===== src/hdl/prs_map.svh =====
// timing constants for the power-up rail sequencer
`ifndef PRS_MAP_SVH
`define PRS_MAP_SVH
`define PRS_CLK_MHZ 100
`define PRS_T_EN_DLY_MS 11
`define PRS_T_MON_MS 10
`define PRS_T_W1_MS 10
`define PRS_T_GLITCH_US 20
`define PRS_CYC_PER_MS (`PRS_CLK_MHZ * 1000)
`define PRS_EN_DLY_CYC (`PRS_T_EN_DLY_MS * `PRS_CYC_PER_MS)
`define PRS_MON_CYC (`PRS_T_MON_MS * `PRS_CYC_PER_MS)
`define PRS_W1_CYC (`PRS_T_W1_MS * `PRS_CYC_PER_MS)
`define PRS_GLITCH_CYC (`PRS_T_GLITCH_US * `PRS_CLK_MHZ)
`define PRS_RAILS 3
`endif


===== src/hdl/prs_pkg.sv =====
// types of the power-up rail sequencer
package prs_pkg;
   typedef enum logic [2:0] {
      PRS_IDLE = 3'h0,
      PRS_WAIT_EN = 3'h1,
      PRS_RAIL_MON = 3'h2,
      PRS_RST_DLY = 3'h3,
      PRS_RUN = 3'h4,
      PRS_FAIL = 3'h5
   } prs_state_t;
   typedef struct packed {
      logic io;
      logic mid;
      logic core;
   } prs_rails_t;
endpackage : prs_pkg


===== src/hdl/prs_sequencer.sv =====
// power-up rail sequencer: rail enables, monitor tests, reset release
// Contract
// - core rail enable rises 11 ms after request rising edge, filter included
// - core monitor sampled exactly 10 ms after core enable
// - mid monitor sampled exactly 10 ms after mid enable
// - I/O monitor sampled exactly 10 ms after I/O enable
// - enables rise in order core, mid, I/O, each after prior test
// - reset released 10 ms after I/O monitor test passes
// - reset delay starts only on the I/O test pass
// - any failed test keeps system reset asserted
// - undervoltage excursions shorter than suppression window are ignored
`timescale 1ns/1ns
`include "prs_map.svh"
module prs_sequencer #(
   parameter int EN_DLY_CYC = `PRS_EN_DLY_CYC,
   parameter int MON_CYC = `PRS_MON_CYC,
   parameter int W1_CYC = `PRS_W1_CYC,
   parameter int GLITCH_CYC = `PRS_GLITCH_CYC
) (
   input wire logic i_clk_sys,
   input wire logic i_reset,
   input wire logic i_projector_on_request,
   input wire logic i_core_rail_good,
   input wire logic i_mid_rail_good,
   input wire logic i_io_rail_good,
   output logic o_core_rail_enable,
   output logic o_mid_rail_enable,
   output logic o_io_rail_enable,
   output logic o_system_reset_n,
   output logic o_sequence_failed
);
   // ***********************************************************
   // input synchronisers
   // ***********************************************************
   logic [3:0] sync1;
   logic [3:0] sync2;
   always_ff @(posedge i_clk_sys) begin
      if (i_reset) begin
         sync1 <= 4'h0;
         sync2 <= 4'h0;
      end else begin
         sync1 <= {i_io_rail_good, i_mid_rail_good, i_core_rail_good,
                   i_projector_on_request};
         sync2 <= sync1;
      end
   end

   // ***********************************************************
   // undervoltage glitch suppression
   // ***********************************************************
   // a monitor level changes only after holding 20 us; shorter
   // dips are ignored
   prs_pkg::prs_rails_t good;
   genvar g;
   generate
      for (g = 0; g < `PRS_RAILS; g++) begin : g_filt
         logic [31:0] cnt;
         always_ff @(posedge i_clk_sys) begin
            if (i_reset) begin
               cnt <= 32'h0;
               good[g] <= 1'b0;
            end else if (sync2[g + 1] == good[g]) begin
               cnt <= 32'h0;
            end else if (cnt >= 32'(GLITCH_CYC - 1)) begin
               cnt <= 32'h0;
               good[g] <= sync2[g + 1];
            end else begin
               cnt <= cnt + 32'h1;
            end
         end
      end
   endgenerate

   // ***********************************************************
   // sequencer
   // ***********************************************************
   wire logic req = sync2[0];
   prs_pkg::prs_state_t state;
   logic [31:0] timer;
   logic [1:0] rail;
   prs_pkg::prs_rails_t en;
   logic rail_ok;
   always_comb begin
      unique case (rail)
         2'h0: rail_ok = good.core;
         2'h1: rail_ok = good.mid;
         default: rail_ok = good.io;
      endcase
   end

   // request filter (2 sync cycles) is inside the 11 ms budget
   always_ff @(posedge i_clk_sys) begin
      if (i_reset || !req) begin
         state <= prs_pkg::PRS_IDLE;
         timer <= 32'h0;
         rail <= 2'h0;
         en <= 3'h0;
      end else begin
         unique case (state)
            prs_pkg::PRS_IDLE: begin
               state <= prs_pkg::PRS_WAIT_EN;
               timer <= 32'h3;
            end
            prs_pkg::PRS_WAIT_EN: begin
               if (timer >= 32'(EN_DLY_CYC - 1)) begin
                  state <= prs_pkg::PRS_RAIL_MON;
                  en.core <= 1'b1;
                  timer <= 32'h0;
               end else begin
                  timer <= timer + 32'h1;
               end
            end
            prs_pkg::PRS_RAIL_MON: begin
               if (timer < 32'(MON_CYC - 1)) begin
                  timer <= timer + 32'h1;
               end else if (!rail_ok) begin
                  state <= prs_pkg::PRS_FAIL;
               end else if (rail == 2'h2) begin
                  state <= prs_pkg::PRS_RST_DLY;
                  timer <= 32'h0;
               end else begin
                  rail <= rail + 2'h1;
                  timer <= 32'h0;
                  if (rail == 2'h0) begin
                     en.mid <= 1'b1;
                  end else begin
                     en.io <= 1'b1;
                  end
               end
            end
            prs_pkg::PRS_RST_DLY: begin
               if (timer >= 32'(W1_CYC - 1)) begin
                  state <= prs_pkg::PRS_RUN;
               end else begin
                  timer <= timer + 32'h1;
               end
            end
            prs_pkg::PRS_RUN: state <= prs_pkg::PRS_RUN;
            prs_pkg::PRS_FAIL: state <= prs_pkg::PRS_FAIL;
            default: state <= prs_pkg::PRS_IDLE;
         endcase
      end
   end

   // ***********************************************************
   // outputs, all registered
   // ***********************************************************
   always_ff @(posedge i_clk_sys) begin
      if (i_reset) begin
         o_core_rail_enable <= 1'b0;
         o_mid_rail_enable <= 1'b0;
         o_io_rail_enable <= 1'b0;
         o_system_reset_n <= 1'b0;
         o_sequence_failed <= 1'b0;
      end else begin
         o_core_rail_enable <= en.core;
         o_mid_rail_enable <= en.mid;
         o_io_rail_enable <= en.io;
         o_system_reset_n <= (state == prs_pkg::PRS_RUN);
         o_sequence_failed <= (state == prs_pkg::PRS_FAIL);
      end
   end

   // ***********************************************************
   // assertions
   // ***********************************************************
   property p_idle_low;
      @(posedge i_clk_sys) disable iff (i_reset)
      !req |=> ##1 (!o_core_rail_enable && !o_system_reset_n);
   endproperty
   a_idle_low: assert property (p_idle_low)
      else $error("outputs active while request low");
   property p_order_mid;
      @(posedge i_clk_sys) disable iff (i_reset)
      $rose(o_mid_rail_enable) |-> o_core_rail_enable;
   endproperty
   a_order_mid: assert property (p_order_mid)
      else $error("mid enable before core");
   property p_order_io;
      @(posedge i_clk_sys) disable iff (i_reset)
      $rose(o_io_rail_enable) |-> o_mid_rail_enable;
   endproperty
   a_order_io: assert property (p_order_io)
      else $error("io enable before mid");
   property p_fail_hold;
      @(posedge i_clk_sys) disable iff (i_reset)
      o_sequence_failed |-> !o_system_reset_n;
   endproperty
   a_fail_hold: assert property (p_fail_hold)
      else $error("reset released after failure");
   property p_rst_after_io;
      @(posedge i_clk_sys) disable iff (i_reset)
      $rose(o_system_reset_n) |-> o_io_rail_enable && good.io;
   endproperty
   a_rst_after_io: assert property (p_rst_after_io)
      else $error("reset released without io rail");
   property p_mon_wait;
      @(posedge i_clk_sys) disable iff (i_reset)
      (state == prs_pkg::PRS_RAIL_MON && timer < 32'(MON_CYC - 1))
         |=> state != prs_pkg::PRS_FAIL;
   endproperty
   a_mon_wait: assert property (p_mon_wait)
      else $error("monitor sampled early");
   property p_test_pass;
      @(posedge i_clk_sys) disable iff (i_reset)
      (req && state == prs_pkg::PRS_RAIL_MON && rail == 2'h2 &&
       timer == 32'(MON_CYC - 1) && good.io) |=> state == prs_pkg::PRS_RST_DLY;
   endproperty
   a_test_pass: assert property (p_test_pass)
      else $error("io pass did not start reset delay");
   // a change must follow a full window of disagreement
   property p_filter;
      @(posedge i_clk_sys) disable iff (i_reset)
      (!$past(i_reset) && $changed(good.core)) |->
         ($past(sync2[1]) == good.core &&
          $past(g_filt[0].cnt) == 32'(GLITCH_CYC - 1));
   endproperty
   a_filter: assert property (p_filter)
      else $error("filter changed against input");
   c_run: cover property (@(posedge i_clk_sys) $rose(o_system_reset_n));
   c_fail: cover property (@(posedge i_clk_sys) $rose(o_sequence_failed));
   c_io: cover property (@(posedge i_clk_sys) $rose(o_io_rail_enable));
endmodule : prs_sequencer


===== config.mk =====
export PLATFORM = sky130hd
export DESIGN_NAME = prs_sequencer
export DESIGN_NICKNAME = d
export VERILOG_FILES = /design/src/hdl/prs_pkg.sv /design/src/hdl/prs_sequencer.sv
export VERILOG_INCLUDE_DIRS = /design/src /design/src/hdl
export SDC_FILE = /design/constraint.sdc
export NUM_CORES = 1
export LEC_CHECK = 0
export BUFFER_PORTS_ARGS = -buffer_cell sky130_fd_sc_hd__buf_4
export CAP_MARGIN = 20
export CORE_UTILIZATION = 49
export DETAILED_ROUTE_END_ITERATION = 10
export PLACE_DENSITY = 0.73
export SYNTH_ARGS = -nofsm -noshare
export SYNTH_HDL_FRONTEND = slang
export SYNTH_SLANG_ARGS = --single-unit

===== constraint.sdc =====
create_clock -name i_clk_sys -period 2.85 [get_ports i_clk_sys]
set_clock_uncertainty 0.1 [all_clocks]
set_input_delay 0.1425 -clock i_clk_sys [delete_from_list [all_inputs] [get_ports i_clk_sys]]
set_output_delay 0.1425 -clock i_clk_sys [all_outputs]
set_load 0.02 [all_outputs]

### Yosys cells after proc, flatten, opt, wreduce, memory -nomap -nowiden

Index checks and enable logic that the tools add are counted.

* logic and storage cells: 81
* bits of input ports: 6
* flip-flop bits (word level): 152
* output and inout bits: 5

* muxes and demuxes: 12
* bitwise operators: 6
* add/subtract/negate cells: 5
* $lt $le $gt $ge: 6
* reduce and logical (&&, ||, !) cells: 17
* eq/ne operators: 16

Operator list (count)
* adder 32 x 1 -> 32 bit (second input constant): 4
* 2-to-1 mux 32 bit: 4
* one-hot mux 32 bit (4 select lines): 1
* greater-or-equal comparator 32 x 11 -> 1 bit (second input constant): 3
* greater-or-equal comparator 32 x 20 -> 1 bit (second input constant): 1
* greater-or-equal comparator 32 x 21 -> 1 bit (second input constant): 1
* < comparator 32 x 20 -> 1 bit (second input constant): 1
* one-hot mux 3 bit (6 select lines): 1
* 2-to-1 mux 3 bit: 5
* AND reduction 5 bit: 2
* OR reduction 3 bit: 3
* != test 2 bit (second input constant): 4
* AND reduction 2 bit: 4
* AND reduction 4 bit: 2
* == test 3 x 2 -> 1 bit (second input constant): 2
* == test 3 bit (second input constant): 2
* != test 3 bit (second input constant): 2
* inverter 1 bit: 6
* nonzero test 4 bit: 1
* == test 1 bit: 3
* == test 3 x 1 -> 1 bit (second input constant): 1
* logical NOT 3 bit: 1
* AND reduction 3 bit: 1
* adder 2 x 1 -> 2 bit (second input constant): 1
* 6 further kinds: 6

### Depth between registers and ports, before layout

Gate-level depths: netlist of run 1.

* depth after elaboration: 5
* depth in mapped cells: 10
* gate-level depth less buffers: 9

### Least setup slack after synthesis of run 1

No wires, ideal clock.

* path type: register -> register
* from: register timer[0]
* to: register timer[28]
* library setup time: 115 ps
* arrival: 1964 ps
* clock period less this slack: 2179 ps
* slack: 671 ps
* stages on the path, launching flop included: 10
* path through: dfxtp_1 ha_1 and3_1 nand3_1 a211o_1 a21oi_4 buf_4 nor3_1 a31oi_1 nor2_1

* word-level cells in the longest chain between the ends: 3

RTL lines
* from (decl): RTL line prs_sequencer.sv:79 `logic [31:0] timer;`
* from (signal assigned): RTL line prs_sequencer.sv:110 `timer <= timer + 32'h1;`
* from (signal assigned): RTL line prs_sequencer.sv:115 `timer <= timer + 32'h1;`
* from (signal assigned): RTL line prs_sequencer.sv:135 `timer <= timer + 32'h1;`
* adder 32 x 1 -> 32 bit, or another cell as far along: RTL line prs_sequencer.sv:110, prs_sequencer.sv:115, prs_sequencer.sv:135
* 2-to-1 mux 32 bit, or another cell as far along: RTL line prs_sequencer.sv:132 `if (timer >= 32'(W1_CYC - 1)) begin`
* one-hot mux 32 bit (4 select lines) / AND reduction 3 bit (equally long branches)

Several ways; a longest one is shown, not always the timed one. The select of a mux whose other input is x is not followed.
A chain may end at the register's enable or synchronous reset.

### Final worst setup path of run 1

* from: register timer[0]
* to: register timer[1]

Same word-level chain as after synthesis.

==> impl_metrics.yaml, run 1 <==
yosys:
  synth-main-ff-cell: "dfxtp_1"
  synthArstFlopShare_pct: 0
  ys_seq_elements: 152
  synth.largest_area_cell: "dfxtp_1"
  netlist_area_sq_um: 5290
  synth.avg_cell_area_sq_um: 9.90
  yosys-top-cells-area: "dfxtp_1 58%, nor2_1 6.7%, xnor2_1 5.3%"
  syn_inst: 534
  ys_warn_count: 0
  synth.most_common_cell: "dfxtp_1"
  synth_edf_count: 0
  synthTopCellsByCount: "152 x dfxtp_1, 94 x nor2_1, 32 x xnor2_1"
  synth.distinct_cells: 53
  synth.top_cell.area_share_pct: 57.6
  ys_seq_area_share_pct: 57.6
drt:
  drtAntennaViolNets: 0
  wl_mm: 8.84
  detail_route.wl_per_cell_um: 11.4
  route.vias.total: 3792
  drtPass1Iterations: 5
  drtIter0Drc: 163
  drc_errors: 0
  viasPerCell: 4.89
global_routing:
  grt_pass1_wl_mm: 15.6
  use_met2_pct: 29.5
  grt_usage_pct: 17.8
  antenna_found_initial: 0
  grt_max_degree: 26
  grtUsageMet3_pct: 5.69
  top_usage_layer: "met2"
  grt_pass1_vias: 3611
  groute.layer.met1.usage_pct: 20.5
  grt-ovfl-total: 0
clocking:
  cts_tree: "done"
  h-tree-depth: 4
  cts_root_buffer: "clkbuf_8"
  clkLatencyLatePin_ns: 0.52
  cts_sinks: 152
  clockBufferDepth: 2
  clk_pin_slew_ns: 0.06
  cts_made_buffers: 17
critical_path:
  start_kind: "flop"
  crit_family: "compound AO/OA/AOI/OAI gates"
  cpMaxStageDelayCell: "a21oi_4"
  path_buf_inv: 0
  cp_data_required_time_ns: 3.13
  max_stage_delay_ns: 0.45
  path_class: "reg -> reg"
  path_max_fanout: 15
  worstSetupEndpointType: "flop"
  crit_arrival_ns: 2.84
  crit_path_cell_trace: "ha_1 > and3_1 > nand3_1 > a211o_1 > a21oi_4 > nor2_1 > o21ai_0 > a21oi_1"
timing:
  relSlewSlack_pct: 56.8
  report.final.slew_viol_count: 0
  worst_slack_ns: 0.283
  fmax_mhz: 390
  rsz0062_at_grt: "no"
  period_minus_slack_ns: 2.57
  whs_ns: 0.335
  worst_pin_slew_ns: 0.646
  hold_viol_final: 0
  finalCritPeriodShare_pct: 90.1
  final.setup.tns_ns: 0
  finalSetupViolations: 0
placed_design:
  io_buffers: 10
  post_dp_cell_area_sq_um: 5730
  dp_hpwl_mm: 5.97
  place_worst_setup_slack_ns: 0.0752
  gp_congestion: 0.804
floorplan:
  fp.coreArea_sq_um: 10400
  die_h_um: 106
  dieWidth_um: 106
  num_rows: 37
  start_util_pct: 51.0
  pin_count: 11
  die_area_sq_um: 11200
layout:
  area_growth_pct: 21.3
  num-fill-cells: 897
  diodes: 0
  drive_above_1_share_pct: 10.0
  stdcell_area_sq_um: 6410
  fin_nets: 639
worst_hold_path:
  min_path_type: "reg -> reg"
run:
  maxCapViolCount: 0
status:
  status: "finished clean"
power_and_ir_drop:
  power_leakage_nw: 2.33
  p_per_area_nw_per_um2: 685
  ir_drop_uv: 723
[layer usage]
metal / part of all wire (%) / wire, um / vias to the layer above
met2: 49 / 4310 / 57
li1: - / - / 1970
met5: 0 / 0 / -
met3: 3.1 / 276 / 8
met1: 47 / 4170 / 1757
met4: 0.97 / 86 / 0
[placed cells by master (no fill, tap or decap), drive strengths merged, types with 3 or more instances in the layout]
cell type / Yosys / layout
a211oi: 3 / 3
a21oi: 16 / 16
a31oi: 11 / 11
and3: 11 / 11
buf: 9 / 16
clkbuf: 5 / 17
clkinv: 0 / 3
clkinvlp: 0 / 5
conb: 1 / 63
dfxtp: 152 / 152
dlygate4sd3: 0 / 9
ha: 7 / 7
inv: 10 / 15
mux2i: 4 / 4
nand2: 30 / 30
nand3: 29 / 29
nand4: 14 / 14
nor2: 94 / 94
nor2b: 13 / 13
nor3: 23 / 23
nor4: 18 / 18
o21a: 3 / 3
o21ai: 8 / 8
or3: 4 / 4
or4: 5 / 5
xnor2: 32 / 32
xor2: 12 / 12
[state kept, by name (all words and copies together) (netlist names)]
name,flops
en,3
g_filt.cnt,96
good,3
o_core_rail_enable,1
o_io_rail_enable,1
o_mid_rail_enable,1
o_sequence_failed,1
o_system_reset_n,1
rail,2
state,3
sync1,4
sync2,4
timer,32
[cells by family after synthesis]
family | after synthesis | synth area share [%]
AND/OR/NAND/NOR | 253 | 24.3
flip-flops | 152 | 57.6
AO/OA/AOI/OAI | 49 | 6.23
XOR/XNOR | 44 | 7.29
buffers and inverters | 24 | 2.15
adder cells (fa/ha/maj) | 7 | 1.66
multiplexers | 4 | 0.758
other | 1 | 0.0710
[worst register-to-register path, stage by stage (launching register included)]
cell     delay [ns]
dfxtp_1        0.39
ha_1           0.22
and3_1         0.23
nand3_1        0.13
a211o_1        0.36
a21oi_4        0.45
nor2_1         0.26
o21ai_0        0.22
a21oi_1        0.07
[worst paths after layout]
check / startpoint / end / slack, ns / cells after the start
setup / recovery: timer[0]$_SDFFE_PP0P_ / timer[1]$_SDFFE_PP0P_ / 0.28 / 8
hold / removal: sync1[2]$_SDFF_PP0_ / sync2[2]$_SDFF_PP0_ / 0.34 / 1
setup reg to reg: timer[0]$_SDFFE_PP0P_ / timer[1]$_SDFFE_PP0P_ / 0.28 / 8
hold reg to reg: sync1[2]$_SDFF_PP0_ / sync2[2]$_SDFF_PP0_ / 0.34 / 1
[what timing repair did]
| action | 4_1_cts | 5_1_grt |
|---|---|---|
| hold buffers | 9 | 0 |
| hold endpoints to repair | 16 | 0 |
| setup buffers | 0 | 0 |
| resized for setup | 0 | 1 |
| endpoints found under the setup margin | 0 | 25 |
[per-stage QoR]
step / total power, mW / utilization, % / instances
6_report: 4.39 / 61.8 / 775
5_1_grt: 4.57 / 61.8 / 775
4_1_cts: 4.45 / 61.7 / 775
3_5_place_dp: 2.28 / 55.3 / 734
3_3_place_gp: 2.28 / 55.3 / 734
2_1_floorplan: 2.27 / - / 596
[layout make-up]
cell class | count | area [sq um] | share of cell area [%]
inverter | 10 | 37.5 | 0.586
clock buffer | 17 | 414 | 6.46
sequential | 152 | 3040 | 47.5
clock inverter | 15 | 166 | 2.60
timing repair buffer | 25 | 210 | 3.28
tap | 136 | 170 | 2.65
multi-input combinational | 420 | 2370 | 37.0
[report_power, final]
group | total [mW] | internal, mW | switching, mW
registers | 2.20 | 2.18 | 0.0159
clock network | 2.15 | 1.26 | 0.885
logic | 0.0509 | 0.0240 | 0.0268
(Power assumes the default switching activity.)
==> inputs of run 2 (changes only) <==
--- a/config.mk
+++ b/config.mk
@@ -6,7 +6,7 @@
 export SDC_FILE = /design/constraint.sdc
 export NUM_CORES = 1
 export LEC_CHECK = 0
-export BUFFER_PORTS_ARGS = -buffer_cell sky130_fd_sc_hd__buf_4
+export BUFFER_PORTS_ARGS = -buffer_cell sky130_fd_sc_hd__clkbuf_2
 export CAP_MARGIN = 20
 export CORE_UTILIZATION = 49
 export DETAILED_ROUTE_END_ITERATION = 10
==> run 2 against run 1 <==
  * Utilization shrank 0.60 points
  * Sequential power about the same
  * Setup slack better by 0.0012 ns
  * Fmax is essentially flat
  * Critical endpoint unchanged
  * Highest routed layer unchanged
==> impl_metrics.yaml, run 2 (synthesis gave the netlist of run 1 again) <==
layout:
  final_common_cell: "dfxtp_1"
  multi_input_area_sq_um: 2370
  num-fill-cells: 897
  top_register: "g_filt.cnt"
  ff_latch_area_sq_um: 3040
  drive_above_1_share_pct: 10.0
  stdcell_area_sq_um: 6350
  post-route-util_pct: 61.2
  most-common-layout-cells: "152 x dfxtp_1, 94 x nor2_1, 63 x conb_1"
  top_regs: "g_filt.cnt (96), timer (32)"
  area_growth_pct: 20.1
  largest_register_ff_count: 96
  fin_nets: 639
  diodes: 0
drt:
  detail_route.wl_per_cell_um: 11.6
  wl_mm: 8.96
  drtPass1Iterations: 5
  drtAntennaViolNets: 0
  drtIter0Drc: 158
  drc_errors: 0
  route.vias.total: 3794
  viasPerCell: 4.90
power_and_ir_drop:
  p_int_mw: 3.31
  p_per_area_nw_per_um2: 669
  netSwitchingPower_mw: 0.935
  comb_power_share_pct: 1.1
  power_leakage_nw: 2.30
  p_seq_share_pct: 51.7
  power_frac_clock_pct: 47.1
  p_sw_share_pct: 22.0
  ir_drop_uv: 451
timing:
  final.setup.tns_ns: 0
  report.final.slew_viol_count: 0
  worst_slack_ns: 0.284
  finalCritPeriodShare_pct: 90.0
  period_minus_slack_ns: 2.57
  finalSetupViolations: 0
  relSlewSlack_pct: 56.3
  hold_viol_final: 0
  fmax_mhz: 390
  rsz0062_at_grt: "no"
  worst_pin_slew_ns: 0.653
run:
  maxCapViolCount: 0
critical_path:
  crit_family: "compound AO/OA/AOI/OAI gates"
  cp_data_required_time_ns: 3.14
  worstSetupEndpointType: "flop"
  crit_arrival_ns: 2.85
  cpMaxStageDelayCell: "a21oi_4"
  path_class: "reg -> reg"
  path_max_fanout: 15
  max_stage_delay_ns: 0.45
  start_kind: "flop"
  path_buf_inv: 0
  crit_path_cell_trace: "ha_1 > and3_1 > nand3_1 > a211o_1 > a21oi_4 > nor2_1 > o21ai_0 > a21oi_1"
clocking:
  cts_root_buffer: "clkbuf_8"
  clkLatencyLatePin_ns: 0.52
  h-tree-depth: 4
  post_cts_buffers: 0
  cts_made_buffers: 17
  cts_sinks: 152
  clockBufferDepth: 2
  clk_pin_slew_ns: 0.06
  cts_tree: "done"
global_routing:
  grt_pass1_wl_mm: 15.9
  antenna_found_initial: 0
  grt_max_degree: 26
  grt-ovfl-total: 0
  grt_pass1_vias: 3784
  grt_usage_pct: 18.0
floorplan:
  dieWidth_um: 106
  pin_count: 11
  start_util_pct: 51.0
  die_area_sq_um: 11200
  fp.coreArea_sq_um: 10400
  die_h_um: 106
  num_rows: 37
status:
  status: "finished clean"
worst_hold_path:
  min_path_type: "reg -> reg"
placed_design:
  io_buffers: 10
  gp_congestion: 0.795
  dp_hpwl_mm: 6.09
  post_dp_cell_area_sq_um: 5710
  place_worst_setup_slack_ns: 0.0900
run 2: path summary, 6_finish.rpt:
path / slack [ns] / endpoint / depth (start not counted) / start
worst min-delay path: 0.34 / sync2[0]$_SDFF_PP0_ / 1 / sync1[0]$_SDFF_PP0_
worst max-delay path: 0.28 / timer[1]$_SDFFE_PP0P_ / 8 / timer[0]$_SDFFE_PP0P_
worst min register to register: 0.34 / sync2[0]$_SDFF_PP0_ / 1 / sync1[0]$_SDFF_PP0_
worst max register to register: 0.28 / timer[1]$_SDFFE_PP0P_ / 8 / timer[0]$_SDFFE_PP0P_
run 2: worst reg2reg max path, stage by stage, from the launching register on:
cell,delay [ns]
dfxtp_1,0.39
ha_1,0.23
and3_1,0.23
nand3_1,0.12
a211o_1,0.36
a21oi_4,0.45
nor2_1,0.27
o21ai_0,0.23
a21oi_1,0.05
run 2: power groups by stage:
stage	combinational (mW)	clock [mW]	sequential, mW
after global routing	0.0581	2.16	2.20
after detailed placement	0.0365	0	2.24
after global placement	0.0358	0	2.24
after floorplan	0.0284	0	2.24
after CTS	0.0463	2.05	2.20
final	0.0485	2.00	2.20
run 2: area by class of cell:
class | instances | share of cell area (%)
Multi-Input combinational cell | 420 | 37.3
Inverter | 10 | 0.591
Timing Repair Buffer | 25 | 2.92
Clock inverter | 14 | 1.81
Tap cell | 136 | 2.68
Sequential cell | 152 | 47.9
Clock buffer | 18 | 6.74
run 2: routing by layer:
metal	share of wire [%]	vias up	GRT usage, %
met5	0	-	0
met3	2.8	14	4.70
met2	50	56	30.9
li1	-	1957	-
met4	1.9	0	9.23
met1	46	1767	20.5
run 2: what timing repair did:
item,CTS,global route
hold buffers,9,0
hold endpoints to repair,13,0
setup endpoints to repair,0,25
resized for setup,0,1
run 2: metrics by stage:
stage | std cells | hold slack [ns] | total power, mW
after floorplan | 596 | 0.171 | 2.27
after global placement | 734 | 0.260 | 2.28
after detailed placement | 734 | 0.256 | 2.28
after CTS | 775 | 0.341 | 4.29
after global routing | 775 | 0.363 | 4.42
final | 775 | 0.337 | 4.25
==> inputs of run 3 (changes only) <==
--- a/config.mk
+++ b/config.mk
@@ -6,6 +6,7 @@
 export SDC_FILE = /design/constraint.sdc
 export NUM_CORES = 1
 export LEC_CHECK = 0
+export ABC_AREA = 1
 export BUFFER_PORTS_ARGS = -buffer_cell sky130_fd_sc_hd__clkbuf_2
 export CAP_MARGIN = 20
 export CORE_UTILIZATION = 49
==> run 3 against run 2 <==
  * Sequential power about the same
  * Global-route usage up 1.2 points
  * Sequential cell count unchanged
  * First-iteration DRC count up 62%
  * Final cell count up 17%
  * Sequential share of layout area down 2.3 points
  * Die area up 5.6%
  * Critical path depth up 1
  * Utilization down 0.47 points
  * Non-clock buffer count down 9
  * Critical path type unchanged
==> impl_metrics.yaml, run 3 <==
timing:
  fmax_mhz: 415
  finalSetupViolations: 0
  final.setup.tns_ns: 0
  hold_viol_final: 0
  relSlewSlack_pct: 55.1
  period_minus_slack_ns: 2.41
  rsz0062_at_grt: "no"
  worst_slack_ns: 0.438
  report.final.slew_viol_count: 0
  finalCritPeriodShare_pct: 84.6
  worst_pin_slew_ns: 0.668
global_routing:
  grt_max_degree: 29
  grt_pass1_wl_mm: 17.5
  antenna_found_initial: 0
  grt_usage_pct: 19.2
  grt-ovfl-total: 0
  grt_pass1_vias: 4091
clocking:
  cts_resized: 0
  clk_pin_slew_ns: 0.06
  hold_buffers: 5
  cts_root_buffer: "clkbuf_16"
  clockBufferDepth: 2
  cts_made_buffers: 17
  post_cts_buffers: 0
  h-tree-depth: 4
  cts_sinks: 152
  clkLatencyLatePin_ns: 0.42
  cts_tree: "done"
yosys:
  synth-main-ff-cell: "dfxtp_1"
  ys_seq_elements: 152
  synth_edf_count: 0
  synth.avg_cell_area_sq_um: 8.36
  syn_inst: 668
  synth.distinct_cells: 39
  ys_seq_area_share_pct: 54.5
  synthTopCellsByCount: "152 x dfxtp_1, 123 x nand2_1, 114 x nor2_1"
  synth.top_cell.area_share_pct: 54.5
  synthArstFlopShare_pct: 0
  yosys-top-cells-area: "dfxtp_1 54%, nand2_1 8.3%, nor2_1 7.7%"
  synth.most_common_cell: "dfxtp_1"
  ys_warn_count: 0
  synth.largest_area_cell: "dfxtp_1"
  netlist_area_sq_um: 5590
critical_path:
  max_stage_delay_ns: 0.59
  crit_arrival_ns: 2.60
  start_kind: "flop"
  path_max_fanout: 24
  path_class: "reg -> reg"
  crit_path_cell_trace: "inv_1 > ha_1 > inv_1 > o21ai_0 > nor3_2 > nand2_2 > nand3_4 > o21ai_4 > nor2_1"
  r2r_slack_ns: 0.44
  cp_data_required_time_ns: 3.03
  worstSetupEndpointType: "flop"
  cpMaxStageDelayCell: "o21ai_4"
  crit_path_frequent_cell: "inv_1"
placed_design:
  place_worst_setup_slack_ns: 0.467
  gp_congestion: 0.893
  io_buffers: 10
  post-place-cells: 871
  dp_hpwl_mm: 6.85
run:
  maxCapViolCount: 0
layout:
  drive_above_1_share_pct: 11.3
  most-common-layout-cells: "152 x dfxtp_1, 123 x nand2_1, 114 x nor2_1"
  num-fill-cells: 883
  top_register: "g_filt.cnt"
  post-route-util_pct: 60.7
  final_common_cell: "dfxtp_1"
  diodes: 0
  fin_cells: 907
  fin_nets: 768
  multi_input_area_sq_um: 2410
  ff_latch_area_sq_um: 3040
  largest_register_ff_count: 96
  top_regs: "g_filt.cnt (96), timer (32)"
  area_growth_pct: 19.4
drt:
  drtAntennaViolNets: 0
  route.vias.total: 4265
  viasPerCell: 4.70
  wl_mm: 9.98
  drc_errors: 0
  drtPass1Iterations: 4
  drtIter0Drc: 256
  detail_route.wl_per_cell_um: 11.0
power_and_ir_drop:
  power_mw: 4.68
  power_leakage_nw: 2.81
  p_per_area_nw_per_um2: 701
  ir_drop_uv: 387
floorplan:
  pin_count: 11
  die_h_um: 109
  die_area_sq_um: 11800
  num_rows: 38
  fp.coreArea_sq_um: 11000
  dieWidth_um: 109
  start_util_pct: 50.9
status:
  status: "finished clean"
worst_hold_path:
  min_path_type: "in -> reg"
[run 3: changes by cell type after synthesis, moves of 9 or more]
cell	delta
nor2_1	+20
nand3_1	+11
o21ai_0	+9
nand2_2	+9
xnor2_1	-25
and3_1	-10
nor2_2	+11
nor2b_1	-13
nand2_1	+93
inv_1	+60
[run 3: worst paths after layout]
kind,startpoint,to,cells after the start
max reg2reg,rail[0]$_SDFFE_PP0P_,timer[2]$_SDFFE_PP0P_,9
min,i_reset,sync2[0]$_SDFF_PP0_,2
min reg2reg,sync1[1]$_SDFF_PP0_,sync2[1]$_SDFF_PP0_,2
max,rail[0]$_SDFFE_PP0P_,timer[2]$_SDFFE_PP0P_,9
[run 3: worst max-delay path: cells and delay by family (launching register included)]
family | cells | cell delay, ns
AOI/OAI and AO/OA | 2 | 0.88
and+or+nand+nor | 4 | 0.58
DFF | 1 | 0.32
adders and majority gates | 1 | 0.21
buffers and inverters | 2 | 0.19
[run 3: cells by family after synthesis]
logic type / synth area share [%]
DFF: 54.5
other: 0.0671
adders and majority gates: 1.57
and+or+nand+nor: 30.0
AOI/OAI and AO/OA: 4.57
xor gates and xnor gates: 2.67
buffers and inverters: 6.61
[run 3: metal layers]
metal / track usage (%) / part of all wire [%] / vias to the layer above
met3: 6.16 / 3.3 / 13
li1: - / - / 2230
met4: 8.78 / 1.7 / 0
met1: 22.1 / 45 / 1960
met5: 0 / 0 / -
met2: 32.5 / 50 / 62
[run 3: stage by stage]
stage          hold WS [ns]  cell area, sq um
4_1_cts             0.00375              6670
3_3_place_gp          0.235              5970
5_1_grt              0.0261              6670
6_report             0.0215              6670
2_1_floorplan         0.114              5820
3_5_place_dp          0.243              5970
[run 3: report_power, final]
group / internal (mW) / switching (mW) / leakage (nW) / total, mW
clock network: 1.55 / 0.878 / 0.314 / 2.43
registers: 2.18 / 0.0168 / 1.25 / 2.20
logic: 0.0180 / 0.0317 / 1.24 / 0.0497
[run 3: area by class of cell]
type                            instances  share of cell area [%]
Sequential cell                       152                    45.6
Tap cell                              140                    2.63
Timing Repair Buffer                   16                    1.61
Clock buffer                           20                    7.00
Clock inverter                         11                    2.76
Inverter                               77                    4.33
Multi-Input combinational cell        491                    36.1
